File: src/hw/tmr_pkg.sv
// package: register map, field layout, reset values and modes of the timer
`default_nettype none
package tmr_pkg;
	// byte addresses of the word registers on the apb
	localparam logic [7:0] OFS_CTRL = 8'h00;
	localparam logic [7:0] OFS_CNT_H = 8'h04;
	localparam logic [7:0] OFS_CNT_L = 8'h08;
	localparam logic [7:0] OFS_RLD_H = 8'h0C;
	localparam logic [7:0] OFS_RLD_L = 8'h10;
	localparam logic [7:0] OFS_PWM_H = 8'h14;
	localparam logic [7:0] OFS_PWM_L = 8'h18;
	localparam logic [7:0] OFS_STAT = 8'h1C;
	localparam logic [7:0] OFS_MASK = 8'h20;
	localparam logic [7:0] OFS_CAP_H = 8'h24;
	localparam logic [7:0] OFS_CAP_L = 8'h28;
	// control register fields
	localparam int CTRL_EN_BIT = 0;
	localparam int CTRL_MODE_LSB = 1;
	localparam int CTRL_POL_BIT = 4;
	localparam int CTRL_OUTEN_BIT = 5;
	localparam int CTRL_PRE_LSB = 6;
	localparam int CTRL_W = 9;
	// status and mask bits
	localparam int ST_RELOAD = 0;
	localparam int ST_CAPTURE = 1;
	localparam int ST_GATE = 2;
	localparam int ST_MATCH = 3;
	localparam int ST_W = 4;
	// reset values and the count loaded at reload
	localparam logic [15:0] CNT_RESET = 16'h0000;
	localparam logic [15:0] RLD_RESET = 16'hFFFF;
	localparam logic [15:0] PWM_RESET = 16'h0000;
	localparam logic [15:0] RELOAD_START = 16'h0001;
	localparam logic [CTRL_W-1:0] CTRL_RESET = 9'h000;
	typedef enum logic [2:0]
	{
		MODE_ONESHOT = 3'b000,
		MODE_CONT = 3'b001,
		MODE_COUNTER = 3'b010,
		MODE_PWM = 3'b011,
		MODE_CAPTURE = 3'b100,
		MODE_COMPARE = 3'b101,
		MODE_GATED = 3'b110,
		MODE_CMPCNT = 3'b111
	} tmr_mode_t;
endpackage
`default_nettype wire

File: src/hw/tmr_reg_if.sv
// interface: register access strobes between the apb slave and the timer core
`default_nettype none
interface tmr_reg_if;
	logic wr; // one-cycle write strobe
	logic [7:0] addr; // byte address of the access
	logic [31:0] wdata; // write data
	logic hit; // address is mapped
	modport slave (output wr, output addr, output wdata, input hit);
	modport regs (input wr, input addr, input wdata, output hit);
endinterface
`default_nettype wire

File: src/hw/tmr_top.sv
// module: sixteen-bit timer with seven modes and comparator counting
`default_nettype none
module tmr_top
	import tmr_pkg::*;
#(
	parameter int CNT_W = 16 // counter width
)
(
	input wire logic clk, // system clock, 40 MHz
	input wire logic rst, // synchronous reset, active high
	input wire logic psel, // apb select
	input wire logic penable, // apb enable
	input wire logic pwrite, // apb direction, 1 = write
	input wire logic [7:0] paddr, // apb byte address
	input wire logic [31:0] pwdata, // apb write data
	output logic [31:0] prdata, // apb read data
	output logic pready, // apb ready
	output logic pslverr, // apb error
	input wire logic cmp_out, // analog comparator output, synchronous
	input wire logic tmr_in, // timer input pin, synchronous
	output logic tmr_out, // timer output level
	output logic tmr_out_en, // timer output alternate function enabled
	output logic irq // level interrupt
);
	tmr_reg_if bus ();

	logic [CTRL_W-1:0] ctrl_q;
	logic [CNT_W-1:0] cnt_q;
	logic [CNT_W-1:0] rld_q;
	logic [CNT_W-1:0] pwm_q;
	logic [CNT_W-1:0] cap_q;
	logic [ST_W-1:0] stat_q;
	logic [ST_W-1:0] mask_q;
	logic [ST_W-1:0] stat_set;
	logic [7:0] pre_q;
	logic out_q;
	logic irq_q;
	logic out_en_q;
	logic [31:0] prdata_q;
	logic [31:0] rd_mux;
	logic en;
	logic pol;
	logic out_en_bit;
	logic [2:0] pre_sel;
	tmr_mode_t mode;
	logic pre_tick;
	logic cmp_edge;
	logic tin_edge;
	logic tin_other;
	logic count_step;
	logic at_reload;
	logic reload_ev;
	logic match_ev;
	logic capture_ev;
	logic gate_ev;
	logic gate_active;
	logic wr_ctrl;

	tmr_apb u_apb
	(
		.clk(clk),
		.rst(rst),
		.psel(psel),
		.penable(penable),
		.pwrite(pwrite),
		.paddr(paddr),
		.pwdata(pwdata),
		.pready(pready),
		.pslverr(pslverr),
		.bus(bus)
	);

	// comparator edges; a signal faster than half the clock may merge edges
	tmr_edge u_cmp_edge
	(
		.clk(clk),
		.rst(rst),
		.sig(cmp_out),
		.fall_sel(pol),
		.edge_sel(cmp_edge),
		.edge_other()
	);

	// timer input edges, shared by counter, capture and gated modes
	tmr_edge u_tin_edge
	(
		.clk(clk),
		.rst(rst),
		.sig(tmr_in),
		.fall_sel(pol),
		.edge_sel(tin_edge),
		.edge_other(tin_other)
	);

	// byte merge used by the count, reload and pwm registers
	function automatic logic [15:0] put_byte(input logic [15:0] cur, input logic hi,
		input logic [7:0] b);
		put_byte = hi ? {b, cur[7:0]} : {cur[15:8], b};
	endfunction

	// address decode used by both the write side and the mapped check
	function automatic logic is_addr(input logic [7:0] a, input logic [7:0] ofs);
		is_addr = (a == ofs);
	endfunction

	// control fields
	assign en = ctrl_q[CTRL_EN_BIT];
	assign pol = ctrl_q[CTRL_POL_BIT];
	assign out_en_bit = ctrl_q[CTRL_OUTEN_BIT];
	assign pre_sel = ctrl_q[CTRL_PRE_LSB +: 3];
	assign mode = tmr_mode_t'(ctrl_q[CTRL_MODE_LSB +: 3]);
	assign wr_ctrl = bus.wr && is_addr(bus.addr, OFS_CTRL);

	// mapped address check for the error answer
	assign bus.hit = is_addr(bus.addr, OFS_CTRL) || is_addr(bus.addr, OFS_CNT_H)
		|| is_addr(bus.addr, OFS_CNT_L) || is_addr(bus.addr, OFS_RLD_H)
		|| is_addr(bus.addr, OFS_RLD_L) || is_addr(bus.addr, OFS_PWM_H)
		|| is_addr(bus.addr, OFS_PWM_L) || is_addr(bus.addr, OFS_STAT)
		|| is_addr(bus.addr, OFS_MASK) || is_addr(bus.addr, OFS_CAP_H)
		|| is_addr(bus.addr, OFS_CAP_L);

	// prescaler; divides by two to the power of the select field
	always_ff @(posedge clk)
	begin
		if (rst || !en || pre_tick)
			pre_q <= 8'h00;
		else
			pre_q <= pre_q + 8'h01;
	end

	assign pre_tick = (pre_q == ((8'h01 << pre_sel) - 8'h01));

	// gate level active high for polarity 0, active low for polarity 1
	assign gate_active = (tmr_in != pol);

	// what advances the count in each mode
	always_comb
	begin
		count_step = 1'b0;
		unique case (mode)
			MODE_CMPCNT: count_step = cmp_edge;
			MODE_COUNTER: count_step = tin_edge;
			MODE_GATED: count_step = pre_tick && gate_active;
			MODE_ONESHOT, MODE_CONT, MODE_PWM, MODE_CAPTURE, MODE_COMPARE:
				count_step = pre_tick;
		endcase
		count_step = count_step && en;
	end

	// reload when the count has reached the reload value
	assign at_reload = (cnt_q == rld_q);
	assign reload_ev = count_step && at_reload;
	assign match_ev = en && (mode == MODE_PWM) && count_step && (cnt_q == pwm_q);
	assign capture_ev = en && (mode == MODE_CAPTURE) && tin_edge;
	assign gate_ev = en && (mode == MODE_GATED) && tin_other;

	// count: software write wins so a start value lands even mid-count
	always_ff @(posedge clk)
	begin
		if (rst)
			cnt_q <= CNT_RESET;
		else if (bus.wr && is_addr(bus.addr, OFS_CNT_H))
			cnt_q <= put_byte(cnt_q, 1'b1, bus.wdata[7:0]);
		else if (bus.wr && is_addr(bus.addr, OFS_CNT_L))
			cnt_q <= put_byte(cnt_q, 1'b0, bus.wdata[7:0]);
		else if (reload_ev && mode != MODE_COMPARE)
			cnt_q <= RELOAD_START;
		else if (count_step)
			cnt_q <= cnt_q + 16'h0001;
	end

	// reload and pwm compare values
	always_ff @(posedge clk)
	begin
		if (rst)
		begin
			rld_q <= RLD_RESET;
			pwm_q <= PWM_RESET;
		end
		else if (bus.wr)
		begin
			if (is_addr(bus.addr, OFS_RLD_H))
				rld_q <= put_byte(rld_q, 1'b1, bus.wdata[7:0]);
			if (is_addr(bus.addr, OFS_RLD_L))
				rld_q <= put_byte(rld_q, 1'b0, bus.wdata[7:0]);
			if (is_addr(bus.addr, OFS_PWM_H))
				pwm_q <= put_byte(pwm_q, 1'b1, bus.wdata[7:0]);
			if (is_addr(bus.addr, OFS_PWM_L))
				pwm_q <= put_byte(pwm_q, 1'b0, bus.wdata[7:0]);
		end
	end

	// captured count, read back through its own byte pair
	always_ff @(posedge clk)
	begin
		if (rst)
			cap_q <= CNT_RESET;
		else if (capture_ev)
			cap_q <= cnt_q;
	end

	// control; one-shot drops its own enable at reload
	always_ff @(posedge clk)
	begin
		if (rst)
			ctrl_q <= CTRL_RESET;
		else if (wr_ctrl)
			ctrl_q <= bus.wdata[CTRL_W-1:0];
		else if (reload_ev && mode == MODE_ONESHOT)
			ctrl_q[CTRL_EN_BIT] <= 1'b0;
	end

	// timer output level per mode; disabled level is the polarity bit
	always_ff @(posedge clk)
	begin
		if (rst)
			out_q <= 1'b0;
		else if (!en)
			out_q <= pol;
		else if (mode == MODE_PWM)
		begin
			if (reload_ev)
				out_q <= pol;
			else if (match_ev)
				out_q <= ~pol;
		end
		else if (reload_ev && mode != MODE_CAPTURE && mode != MODE_GATED)
			out_q <= ~out_q;
	end

	// pin drive level follows the internal level one cycle later, not gated by the enable
	always_ff @(posedge clk)
	begin
		if (rst)
		begin
			tmr_out <= 1'b0;
			out_en_q <= 1'b0;
		end
		else
		begin
			tmr_out <= out_q;
			out_en_q <= out_en_bit;
		end
	end

	assign tmr_out_en = out_en_q;

	// sticky events; a set in the clearing cycle survives
	always_comb
	begin
		stat_set = '0;
		stat_set[ST_RELOAD] = reload_ev;
		stat_set[ST_CAPTURE] = capture_ev;
		stat_set[ST_GATE] = gate_ev;
		stat_set[ST_MATCH] = match_ev;
	end

	always_ff @(posedge clk)
	begin
		if (rst)
			stat_q <= '0;
		else if (bus.wr && is_addr(bus.addr, OFS_STAT))
			stat_q <= (stat_q & ~bus.wdata[ST_W-1:0]) | stat_set;
		else
			stat_q <= stat_q | stat_set;
	end

	// mask register, 1 lets a status bit reach the interrupt
	always_ff @(posedge clk)
	begin
		if (rst)
			mask_q <= '0;
		else if (bus.wr && is_addr(bus.addr, OFS_MASK))
			mask_q <= bus.wdata[ST_W-1:0];
	end

	// interrupt lags status by one cycle so it comes from a flop
	always_ff @(posedge clk)
	begin
		if (rst)
			irq_q <= 1'b0;
		else
			irq_q <= |(stat_q & mask_q);
	end

	assign irq = irq_q;

	// read mux; narrow registers sit in the low bits, the rest reads zero
	always_comb
	begin
		rd_mux = 32'h0000_0000;
		unique case (bus.addr)
			OFS_CTRL: rd_mux[CTRL_W-1:0] = ctrl_q;
			OFS_CNT_H: rd_mux[7:0] = cnt_q[15:8];
			OFS_CNT_L: rd_mux[7:0] = cnt_q[7:0];
			OFS_RLD_H: rd_mux[7:0] = rld_q[15:8];
			OFS_RLD_L: rd_mux[7:0] = rld_q[7:0];
			OFS_PWM_H: rd_mux[7:0] = pwm_q[15:8];
			OFS_PWM_L: rd_mux[7:0] = pwm_q[7:0];
			OFS_STAT: rd_mux[ST_W-1:0] = stat_q;
			OFS_MASK: rd_mux[ST_W-1:0] = mask_q;
			OFS_CAP_H: rd_mux[7:0] = cap_q[15:8];
			OFS_CAP_L: rd_mux[7:0] = cap_q[7:0];
			default: rd_mux = 32'h0000_0000;
		endcase
	end

	// read data flop; count bytes are not latched, so read high then low quickly
	always_ff @(posedge clk)
	begin
		if (rst)
			prdata_q <= 32'h0000_0000;
		else if (psel && !pwrite)
			prdata_q <= rd_mux;
	end

	assign prdata = prdata_q;
endmodule
`default_nettype wire

File: src/hw/tmr_edge.sv
// module: edge detector with polarity select for a synchronous input
`default_nettype none
module tmr_edge
	import tmr_pkg::*;
(
	input wire logic clk, // system clock
	input wire logic rst, // synchronous reset, active high
	input wire logic sig, // sampled input
	input wire logic fall_sel, // 1 selects the falling edge
	output logic edge_sel, // selected edge, one-cycle pulse
	output logic edge_other // opposite edge, one-cycle pulse
);
	logic prev_q;
	logic rise;
	logic fall;

	// previous level; input is already synchronous, so one stage suffices
	always_ff @(posedge clk)
	begin
		if (rst)
			prev_q <= 1'b0;
		else
			prev_q <= sig;
	end

	assign rise = sig & ~prev_q;
	assign fall = ~sig & prev_q;
	assign edge_sel = fall_sel ? fall : rise;
	assign edge_other = fall_sel ? rise : fall;
endmodule
`default_nettype wire

File: src/hw/tmr_apb.sv
// module: apb slave front end with one wait state
`default_nettype none
module tmr_apb
	import tmr_pkg::*;
(
	input wire logic clk, // system clock
	input wire logic rst, // synchronous reset, active high
	input wire logic psel, // apb select
	input wire logic penable, // apb enable
	input wire logic pwrite, // apb direction
	input wire logic [7:0] paddr, // apb byte address
	input wire logic [31:0] pwdata, // apb write data
	output logic pready, // apb ready, from a register
	output logic pslverr, // apb error on unmapped address
	tmr_reg_if.slave bus // strobes toward the register file
);
	logic pready_q;
	logic pslverr_q;

	// one wait state gives the read mux a full cycle to settle into its flop
	always_ff @(posedge clk)
	begin
		if (rst)
		begin
			pready_q <= 1'b0;
			pslverr_q <= 1'b0;
		end
		else if (psel && penable && !pready_q)
		begin
			pready_q <= 1'b1;
			pslverr_q <= ~bus.hit;
		end
		else
		begin
			pready_q <= 1'b0;
			pslverr_q <= 1'b0;
		end
	end

	assign bus.wr = psel & penable & pwrite & pready_q;
	assign bus.addr = paddr;
	assign bus.wdata = pwdata;
	assign pready = pready_q;
	assign pslverr = pslverr_q;
endmodule
`default_nettype wire

File: config.mk
export PLATFORM = sky130hd
export DESIGN_NAME = tmr_top
export DESIGN_NICKNAME = d
export VERILOG_FILES = /design/src/hw/tmr_pkg.sv /design/src/hw/tmr_reg_if.sv /design/src/hw/tmr_top.sv /design/src/hw/tmr_edge.sv /design/src/hw/tmr_apb.sv
export SDC_FILE = /design/constraint.sdc
export NUM_CORES = 1
export LEC_CHECK = 0
export ABC_AREA = 1
export BUFFER_PORTS_ARGS = -buffer_cell sky130_fd_sc_hd__buf_2
export CORE_MARGIN = 1
export CORE_UTILIZATION = 63
export DETAILED_ROUTE_END_ITERATION = 8
export PLACE_DENSITY = 0.9
export SKIP_CTS_REPAIR_TIMING = 1
export SYNTH_ARGS = -nofsm -noshare
export SYNTH_HDL_FRONTEND = slang
export SYNTH_SLANG_ARGS = --single-unit
File: constraint.sdc
create_clock -name clk -period 4.8 [get_ports clk]
set_input_delay 0.24 -clock clk [delete_from_list [all_inputs] [get_ports clk]]
set_output_delay 0.24 -clock clk [all_outputs]
set_load 0.01 [all_outputs]
==> flow_metrics.py, run 1 <==
metrics = {
    "finish": {
        "final_nets": 961,
        "final_cell_mix": "nand2_1 (151), dfxtp_1 (106), inv_1 (94), nor2_1 (87), nand3_1 (70)",
        "areaGrowthSynthToFinish_pct": 5.36,
        "final_common_cell": "nand2_1",
        "fillers": 808,
        "finalNonFillerCells": 1044,
        "fin_area_sq_mm": 0.00642,
        "drive_gt1_share_pct": 11.3,
        "diodes": 0,
    },
    "synth": {
        "synth_cells": 899,
        "syn_avg_cell_area_sq_um": 6.78,
        "syn_area_sq_mm": 0.00609,
        "seq_area_frac_synth_pct": 34.8,
        "ys_types": 44,
        "ys_ff_latch": 106,
        "ys_warn_count": 0,
    },
    "power": {
        "p_per_area_mw_per_mm2": 253,
        "vdd_drop_max_mv": 0.213,
        "power.total_mw": 1.62,
        "leakagePower_nw": 2.83,
    },
    "detailed_routing": {
        "routed_via_density": 5.89,
        "drt_iter0_markers": 706,
        "drcViolationCount": 0,
        "drt-wirelength-per-cell_microns": 16.1,
        "first_pass_iters": 8,
        "finalWirelength_mm": 16.8,
        "via_count": 6153,
        "antenna_left": 0,
    },
    "timing": {
        "timing.hold.ws_ns": 0.0750,
        "finalMaxSlewViolations": 0,
        "max_freq_ghz": 0.383,
        "tns_ns": 0,
        "post-route-min-period_ns": 2.61,
        "setup_viol": 0,
        "hold_viol": 0,
        "fin_skew_ns": 0.0177,
        "rsz0062_at_grt": "false",
        "tightest_slew_ns": 1.11,
        "slew_headroom_pct": 25.3,
        "period_share_pct": 54.5,
    },
    "critical_path": {
        "crit_arrival_ns": 2.87,
        "path_max_fanout": 14,
        "required_ns": 5.06,
        "setup.worst_path.start": "u_apb.pready",
        "timing_worst_setup_path_type": "reg -> reg",
        "cp-end-kind": "flip-flop",
        "start_kind": "flip-flop",
        "r2r-start": "u_apb.pready",
    },
    "clock_tree": {
        "cts_made_buffers": 9,
        "cts_buffer_depth": 2,
        "clkTransAtPathRegs_ns": 0.11,
        "cts_tree": "done",
        "cts_root_buffer": "clkbuf_8",
        "cts_sinks": 106,
        "clock_latency_ns": 0.40,
        "htree_levels": 3,
    },
    "placement": {
        "dp_hpwl_mm": 11.9,
        "place_inst": 1029,
        "placed_cell_area_sq_mm": 0.00618,
        "portBuffers": 37,
        "gp_congestion": 0.982,
    },
    "run": {
        "maxCapViolations": 0,
    },
    "floorplan": {
        "fp.dieH_microns": 100,
        "core_sq_mm": 0.00928,
        "initial_core_util_pct": 65.6,
        "num_rows": 35,
        "die_area_sq_mm": 0.0101,
        "pin_count": 84,
        "die_x_microns": 100,
    },
    "min_path": {
        "hp-start": "penable",
        "hold_class": "in -> reg",
    },
    "global_route": {
        "met1_usage_pct": 45.7,
        "grtUsageMet3_pct": 8.29,
        "antenna_found_initial": 0,
        "grt_max_degree": 73,
        "grt_pass1_vias": 5321,
        "grt_usage_pct": 34.6,
        "grt_pass1_wl_mm": 26.8,
        "grt.busiest_layer": "met2",
        "gr-usage-met2_pct": 53.7,
        "grt_remaining_overflow": 0,
    },
    "run_status": {
        "status": "finished, final reports clean",
    },
}
## final cells by class
type                            instances  area, sq um  area share (%)
Tap cell                              129          161            2.51
Inverter                              115          437            6.80
Sequential cell                       106         2120            33.0
Clock buffer                           11          141            2.20
Clock inverter                          4         98.8            1.54
Timing Repair Buffer                   39          200            3.12
Multi-Input combinational cell        640         3260            50.8
## cell usage after synthesis (all sizes together)
library cell	number	area share, %
nand2	163	11
inv	113	7.0
dfxtp	106	35
nor2	97	6.6
o21ai	87	7.1
nand3	72	6.1
a21oi	67	5.5
buf	46	5.0
nor3	29	3.0
o22ai	22	2.3
xor2	21	3.0
nand4	16	2.0
o211ai	16	2.0
clkbuf	14	0.86
a221oi	5	0.72
nor4	5	0.51
ha	3	0.62
o2111ai	3	0.43
a31oi	2	0.21
clkinv	2	0.12
or2	2	0.21
a22o	1	0.14
and2	1	0.10
conb	1	0.062
nand3b	1	0.12
nor3b	1	0.12
o2111a	1	0.18
o21bai	1	0.12
xnor2	1	0.14
## critical path, cell delays in order, from the launching register on
cell     delay [ns]
dfxtp_1        0.37
nand4_1        0.73
nor2_2         0.55
inv_2          0.21
nand3_2        0.15
nand2_4        0.10
inv_2          0.13
nor2_1         0.06
nor2_1         0.11
nor2_1         0.05
## kinds of logic (layout without fill, tap and decap cells)
| group | count (synthesis) | in the layout | share of synthesized area [%] |
|---|---|---|---|
| AOI/OAI and AO/OA | 205 | 205 | 18.7 |
| adders and majority gates | 3 | 3 | 0.616 |
| and+or+nand+nor | 387 | 387 | 29.6 |
| DFF | 106 | 106 | 34.8 |
| buffers and inverters | 175 | 169 | 13.0 |
| other | 1 | 23 | 0.0615 |
| xor gates and xnor gates | 22 | 22 | 3.16 |
## report_power, final
group	switching [mW]	internal (mW)	total, mW
Sequential	0.00106	0.881	0.882
Combinational	0.0570	0.0158	0.0728
Clock	0.309	0.360	0.669
Total	0.367	1.26	1.62
## flip-flops by register name, indices dropped and copies added, names as in the netlist, 4 cells and up
register / count
cap_q: 16
mask_q: 4
rld_q: 16
cnt_q: 16
pre_q: 8
stat_q: 4
ctrl_q: 9
prdata: 9
pwm_q: 16
## layer usage
layer  routed length, microns  part of all wire [%]
met1                     6780                    40
met2                     7460                    44
met3                     1860                    11
met4                      681                   4.1
met5                        0                     0
## per-stage QoR
step | util (%) | worst slack, ns
floorplan | - | 2.73
global placement | 66.6 | 2.31
detailed placement | 66.6 | 2.29
CTS | 69.2 | 2.25
global route | 69.2 | 1.95
finish | 69.2 | 2.19
## worst paths after layout
check / end / slack, ns / cells after the start
setup / recovery: cnt_q[14] / 2.19 / 9
hold / removal: u_apb.pready / 0.07 / 3
setup reg to reg: cnt_q[14] / 2.19 / 9
hold reg to reg: cap_q[15] / 0.46 / 2
Power figures use the tool's default switching activity.
==> run 2: changes to the inputs <==
Settings changed: ABC_AREA 1 to 0, CORE_UTILIZATION 63 to 58, PLACE_DENSITY 0.9 to 0.84.
Clock period 4.8 ns to 2.5 ns, I/O delays scaled along.
==> flow_metrics.py, run 2 <==
metrics = {
    "timing": {
        "hold_viol": 1,
        "max_freq_ghz": 0.372,
        "tightest_slew_ns": 1.01,
        "post-route-min-period_ns": 2.69,
        "fin_skew_ns": 0.0122,
        "fin_ws_ns": -0.191,
        "period_share_pct": 108,
        "timing.hold.ws_ns": -0.0233,
        "finalMaxSlewViolations": 0,
        "rsz0062_at_grt": "true",
        "setup_viol": 17,
        "slew_headroom_pct": 32.4,
    },
    "power": {
        "p_per_area_mw_per_mm2": 425,
        "leakagePower_nw": 2.79,
        "power.total_mw": 3.03,
        "vdd_drop_max_mv": 0.493,
    },
    "clock_tree": {
        "clkTransAtPathRegs_ns": 0.10,
        "cts_buffer_depth": 2,
        "cts_made_buffers": 9,
        "cts_root_buffer": "clkbuf_8",
        "htree_levels": 3,
        "clock_latency_ns": 0.40,
        "cts_tree": "done",
        "cts_sinks": 106,
    },
    "detailed_routing": {
        "wl_met2_mm": 8.32,
        "routed_via_density": 6.60,
        "finalWirelength_mm": 19.3,
        "drt-wirelength-per-cell_microns": 20.1,
        "first_pass_iters": 6,
        "antenna_left": 0,
        "drcViolationCount": 0,
        "wl_met1_mm": 7.43,
        "via_count": 6332,
        "wl_met3_mm": 2.30,
        "drt_iter0_markers": 719,
        "highest_layer": "met4",
    },
    "synth": {
        "synth_cells": 762,
        "synth_top_area_share_pct": 35.3,
        "syn_avg_cell_area_sq_um": 7.90,
        "seq_area_frac_synth_pct": 35.3,
        "ys_types": 65,
        "synth_most_common_cell": "dfxtp_1",
        "synthFlopType": "dfxtp_1",
        "synth_edf_count": 0,
        "ys_async_sr_fraction_pct": 0,
        "synth.area.top_cells": "dfxtp_1 (35%), nand2_1 (5.7%), xor2_1 (5.5%)",
        "ys_ff_latch": 106,
        "synth_common_cells": "dfxtp_1 (106), nand2_1 (91), nor2_1 (75), clkbuf_1 (55), a21oi_1 (51)",
        "ys_warn_count": 0,
        "synth.largest_area_cell": "dfxtp_1",
        "syn_area_sq_mm": 0.00602,
    },
    "critical_path": {
        "timing_worst_setup_path_type": "reg -> reg",
        "crit_arrival_ns": 2.97,
        "start_kind": "flip-flop",
        "required_ns": 2.78,
        "cp-end-kind": "flip-flop",
        "path_max_fanout": 14,
    },
    "global_route": {
        "grt_remaining_overflow": 0,
        "antenna_found_initial": 0,
        "grt_pass1_vias": 5796,
        "grt_pass1_wl_mm": 29.7,
        "grt_usage_pct": 35.1,
        "grt_max_degree": 57,
    },
    "finish": {
        "drive_gt1_share_pct": 20.9,
        "diodes": 0,
        "final_nets": 872,
        "final_cell_mix": "dfxtp_1 (104), nand2_1 (91), nor2_1 (75), buf_4 (75), a21oi_1 (48)",
        "areaGrowthSynthToFinish_pct": 18.3,
        "finalNonFillerCells": 959,
        "fin_area_sq_mm": 0.00712,
        "regArea_sq_mm": 0.00212,
        "fillers": 770,
        "final_common_cell": "dfxtp_1",
        "multi_input_area_sq_mm": 0.00373,
    },
    "floorplan": {
        "pin_count": 84,
        "die_x_microns": 104,
        "die_area_sq_mm": 0.0108,
        "core_sq_mm": 0.00991,
        "num_rows": 36,
        "initial_core_util_pct": 60.7,
        "fp.dieH_microns": 104,
    },
    "run_status": {
        "violations": "hold timing, setup timing",
        "status": "finished with violations",
    },
    "placement": {
        "portBuffers": 37,
        "place_inst": 939,
        "dp_hpwl_mm": 13.6,
        "gp_congestion": 0.975,
        "placed_cell_area_sq_mm": 0.00672,
    },
    "run": {
        "maxCapViolations": 0,
    },
    "min_path": {
        "hold_class": "in -> reg",
    },
}
[run 2: changes by cell type in the layout (fill, tap and decap cells not counted), sizes merged, moves of 17 or more]
| cell | change |
|---|---|
| a22oi | +20 |
| buf | +80 |
| inv | -109 |
| mux2i | +24 |
| nand2 | -72 |
| nand3 | -24 |
| nor2 | -21 |
| o21ai | -79 |
| o22ai | -19 |
| xor2 | +17 |
[run 2: routing by layer]
metal,global-route usage [%],vias to the layer above
met5,0,-
li1,-,2809
met1,45.1,2927
met2,52.6,474
met3,9.21,122
met4,21.8,0
[run 2: path summary, 6_finish.rpt]
path | start | depth (start not counted) | endpoint | slack, ns
max | ctrl_q[6] | 10 | cnt_q[12] | -0.19
max reg2reg | ctrl_q[6] | 10 | cnt_q[12] | -0.19
min | cmp_out | 2 | u_cmp_edge.prev_q | -0.02
min reg2reg | prdata[8] | 2 | prdata[8] | 0.46
[run 2: where the power goes]
group / leakage [nW] / total, mW / internal, mW / switching [mW]
clock network: 0.0984 / 1.16 / 0.557 / 0.599
logic: 1.83 / 0.174 / 0.0535 / 0.121
registers: 0.857 / 1.70 / 1.69 / 0.00493
[run 2: metrics by stage]
step           util [%]  hold slack, ns  setup WS, ns  TNS, ns
2_1_floorplan         -           0.251       -0.0565   -0.703
3_3_place_gp       67.8           0.359        -0.199    -1.17
3_5_place_dp       67.8           0.372        -0.287    -2.58
4_1_cts            69.9         -0.0285        -0.341    -3.75
5_1_grt            71.9         0.00216        -0.291    -4.41
6_report           71.9         -0.0233        -0.191    -1.94
[run 2: cell type report]
| cell class | count | share of cell area [%] |
|---|---|---|
| Inverter | 5 | 0.264 |
| Multi-Input combinational cell | 581 | 52.4 |
| Timing Repair Buffer | 119 | 12.2 |
| Clock inverter | 5 | 1.12 |
| Tap cell | 133 | 2.34 |
| Sequential cell | 106 | 29.8 |
| Clock buffer | 10 | 1.79 |
[run 2: cell families (layout without fill, tap and decap cells)]
logic type                 count (synthesis)  count (layout)  share of synthesized area (%)
and+or+nand+nor                          342             342                           29.1
AOI/OAI and AO/OA                        145             145                           16.8
DFF                                      106             106                           35.3
buffers and inverters                     97             139                           7.75
xor gates and xnor gates                  44              44                           6.40
muxes                                     24              24                           3.99
adders and majority gates                  3               3                          0.624
other                                      1              23                         0.0623
[run 2: worst max-delay path, stage by stage, from the launching register on]
cell and delay, ns:
dfxtp_2 0.34, or3_4 0.39, ha_4 0.19, and3_4 0.17, o311ai_4 0.30, a311oi_1 0.14, buf_4 0.17, or2_4 0.24
buf_12 0.15, and4_1 0.15, a2111oi_2 0.34
==> run 3: changes to the inputs <==
Settings changed: CORE_UTILIZATION 58 to 62, PLACE_DENSITY 0.84 to 0.89.
Clock period 2.5 ns to 3.26 ns, I/O delays scaled along.
==> flow_metrics.py, run 3 (synthesis results as in run 2) <==
metrics = {
    "run_status": {
        "status": "finished, final reports clean",
    },
    "detailed_routing": {
        "drt-wirelength-per-cell_microns": 20.1,
        "drcViolationCount": 0,
        "via_count": 6045,
        "finalWirelength_mm": 18.1,
        "drt_iter0_markers": 868,
        "first_pass_iters": 6,
        "antenna_left": 0,
        "routed_via_density": 6.69,
    },
    "critical_path": {
        "r2r-start": "ctrl_q[6]",
        "cp-end-kind": "flip-flop",
        "timing_worst_setup_path_type": "reg -> reg",
        "path_max_fanout": 10,
        "crit_arrival_ns": 3.24,
        "start_kind": "flip-flop",
        "rr_worst_depth": 10,
        "worst-r2r-setup-slack_ns": 0.30,
        "worstReg2RegEnd": "cnt_q[13]",
        "required_ns": 3.54,
    },
    "floorplan": {
        "fp.dieH_microns": 101,
        "core_sq_mm": 0.00933,
        "pin_count": 84,
        "num_rows": 35,
        "die_area_sq_mm": 0.0101,
        "die_x_microns": 101,
        "initial_core_util_pct": 64.5,
    },
    "clock_tree": {
        "clock_latency_ns": 0.39,
        "cts_buffer_depth": 2,
        "cts_made_buffers": 9,
        "cts_sinks": 106,
        "htree_levels": 3,
        "cts_root_buffer": "clkbuf_8",
        "cts_tree": "done",
        "clkTransAtPathRegs_ns": 0.10,
    },
    "timing": {
        "tightest_slew_ns": 0.879,
        "period_share_pct": 90.7,
        "timing.hold.ws_ns": 0.0165,
        "fin_ws_ns": 0.303,
        "max_freq_ghz": 0.338,
        "post-route-min-period_ns": 2.96,
        "fin_skew_ns": 0.0143,
        "finalMaxSlewViolations": 0,
        "tns_ns": 0,
        "slew_headroom_pct": 41.2,
        "rsz0062_at_grt": "false",
        "hold_viol": 0,
        "setup_viol": 0,
    },
    "placement": {
        "place_ws_ns": 0.0501,
        "place_inst": 888,
        "dp_hpwl_mm": 12.8,
        "portBuffers": 37,
        "gp_congestion": 0.989,
    },
    "global_route": {
        "grt_pass1_vias": 5587,
        "grt_pass1_wl_mm": 28.5,
        "grt_max_degree": 38,
        "grt_remaining_overflow": 0,
        "grt_usage_pct": 36.9,
        "antenna_found_initial": 1,
    },
    "power": {
        "p_switching_mw": 0.565,
        "p_sw_share_pct": 24.2,
        "pwr-share-seq_pct": 55.9,
        "p_per_area_mw_per_mm2": 361,
        "p_int_mw": 1.77,
        "leakagePower_nw": 2.49,
        "combPwrFrac_pct": 5.2,
        "vdd_drop_max_mv": 0.352,
        "p_clk_share_pct": 38.9,
        "power.total_mw": 2.33,
    },
    "min_path": {
        "holdPathEnd": "u_apb.pready",
        "hold_class": "in -> reg",
        "hp-start": "penable",
        "min_path_cells": 3,
    },
    "finish": {
        "final_cell_mix": "dfxtp_1 (106), nand2_1 (91), nor2_1 (75), a21oi_1 (51), nand3_1 (47)",
        "final_nets": 820,
        "finalNonFillerCells": 904,
        "diodes": 0,
        "areaGrowthSynthToFinish_pct": 7.32,
        "final_common_cell": "dfxtp_1",
        "drive_gt1_share_pct": 12.6,
    },
    "run": {
        "maxCapViolations": 0,
    },
}
[run 3: changes by cell type in the layout (fill, tap and decap cells not counted), moves of 3 or more]
cell / delta
a211oi_1: +3
buf_4: -45
buf_12: -5
a21oi_1: +3
a21oi_2: -3
a2111oi_4: -4
a2111oi_0: +4
nor4_1: +3
a211oi_2: -3
[run 3: area by class of cell]
cell class	instances	area [sq um]
flip-flops and latches	106	2120
clock buffers	9	124
fillers	731	2870
inverters	5	18.8
clock inverters	7	92.6
repair buffers	67	410
well taps	129	161
multi-input cells	581	3530
[run 3: stage by stage]
step	area, sq um	util, %
after CTS	6450	69.1
after detailed placement	6230	66.8
after global routing	6460	69.2
final	6460	69.2
after global placement	6230	66.8
after floorplan	6100	-
[run 3: metal layers]
| layer | GRT usage (%) | vias to the layer above | part of all wire [%] |
|---|---|---|---|
| li1 | - | 2703 | - |
| met1 | 45.9 | 2779 | 37 |
| met2 | 58.2 | 465 | 46 |
| met3 | 11.1 | 96 | 12 |
| met4 | 18.5 | 2 | 4.7 |
| met5 | 0 | - | 0.083 |
[run 3: worst max path at each step]
stage | slack, ns | start | cells past startpoint | to
final | 0.30 | ctrl_q[6] | 10 | cnt_q[13]
after global routing | 0.06 | ctrl_q[7] | 11 | cnt_q[13]
after floorplan | 0.47 | ctrl_q[6] | 12 | cnt_q[3]
after global placement | 0.16 | ctrl_q[6] | 8 | cnt_q[5]
after CTS | 0.02 | ctrl_q[6] | 8 | cnt_q[5]
after detailed placement | 0.05 | ctrl_q[6] | 8 | cnt_q[5]
[run 3: power by group through the flow]
| stage | Clock, mW | Sequential, mW | Combinational [mW] |
|---|---|---|---|
| 3_3_place_gp | 0 | 1.33 | 0.112 |
| 5_1_grt | 0.955 | 1.30 | 0.129 |
| 4_1_cts | 0.900 | 1.30 | 0.116 |
| 3_5_place_dp | 0 | 1.33 | 0.116 |
| 2_1_floorplan | 0 | 1.33 | 0.0886 |
| 6_report | 0.907 | 1.30 | 0.121 |
[run 3: critical path, cell delays in order, from the launching register on]
cell	delay, ns
dfxtp_1	0.33
or3_1	0.39
ha_1	0.31
xor2_1	0.19
xnor2_1	0.18
o2111ai_1	0.15
a311oi_1	0.28
buf_4	0.17
or2_1	0.32
a221oi_1	0.14
a2111oi_1	0.40
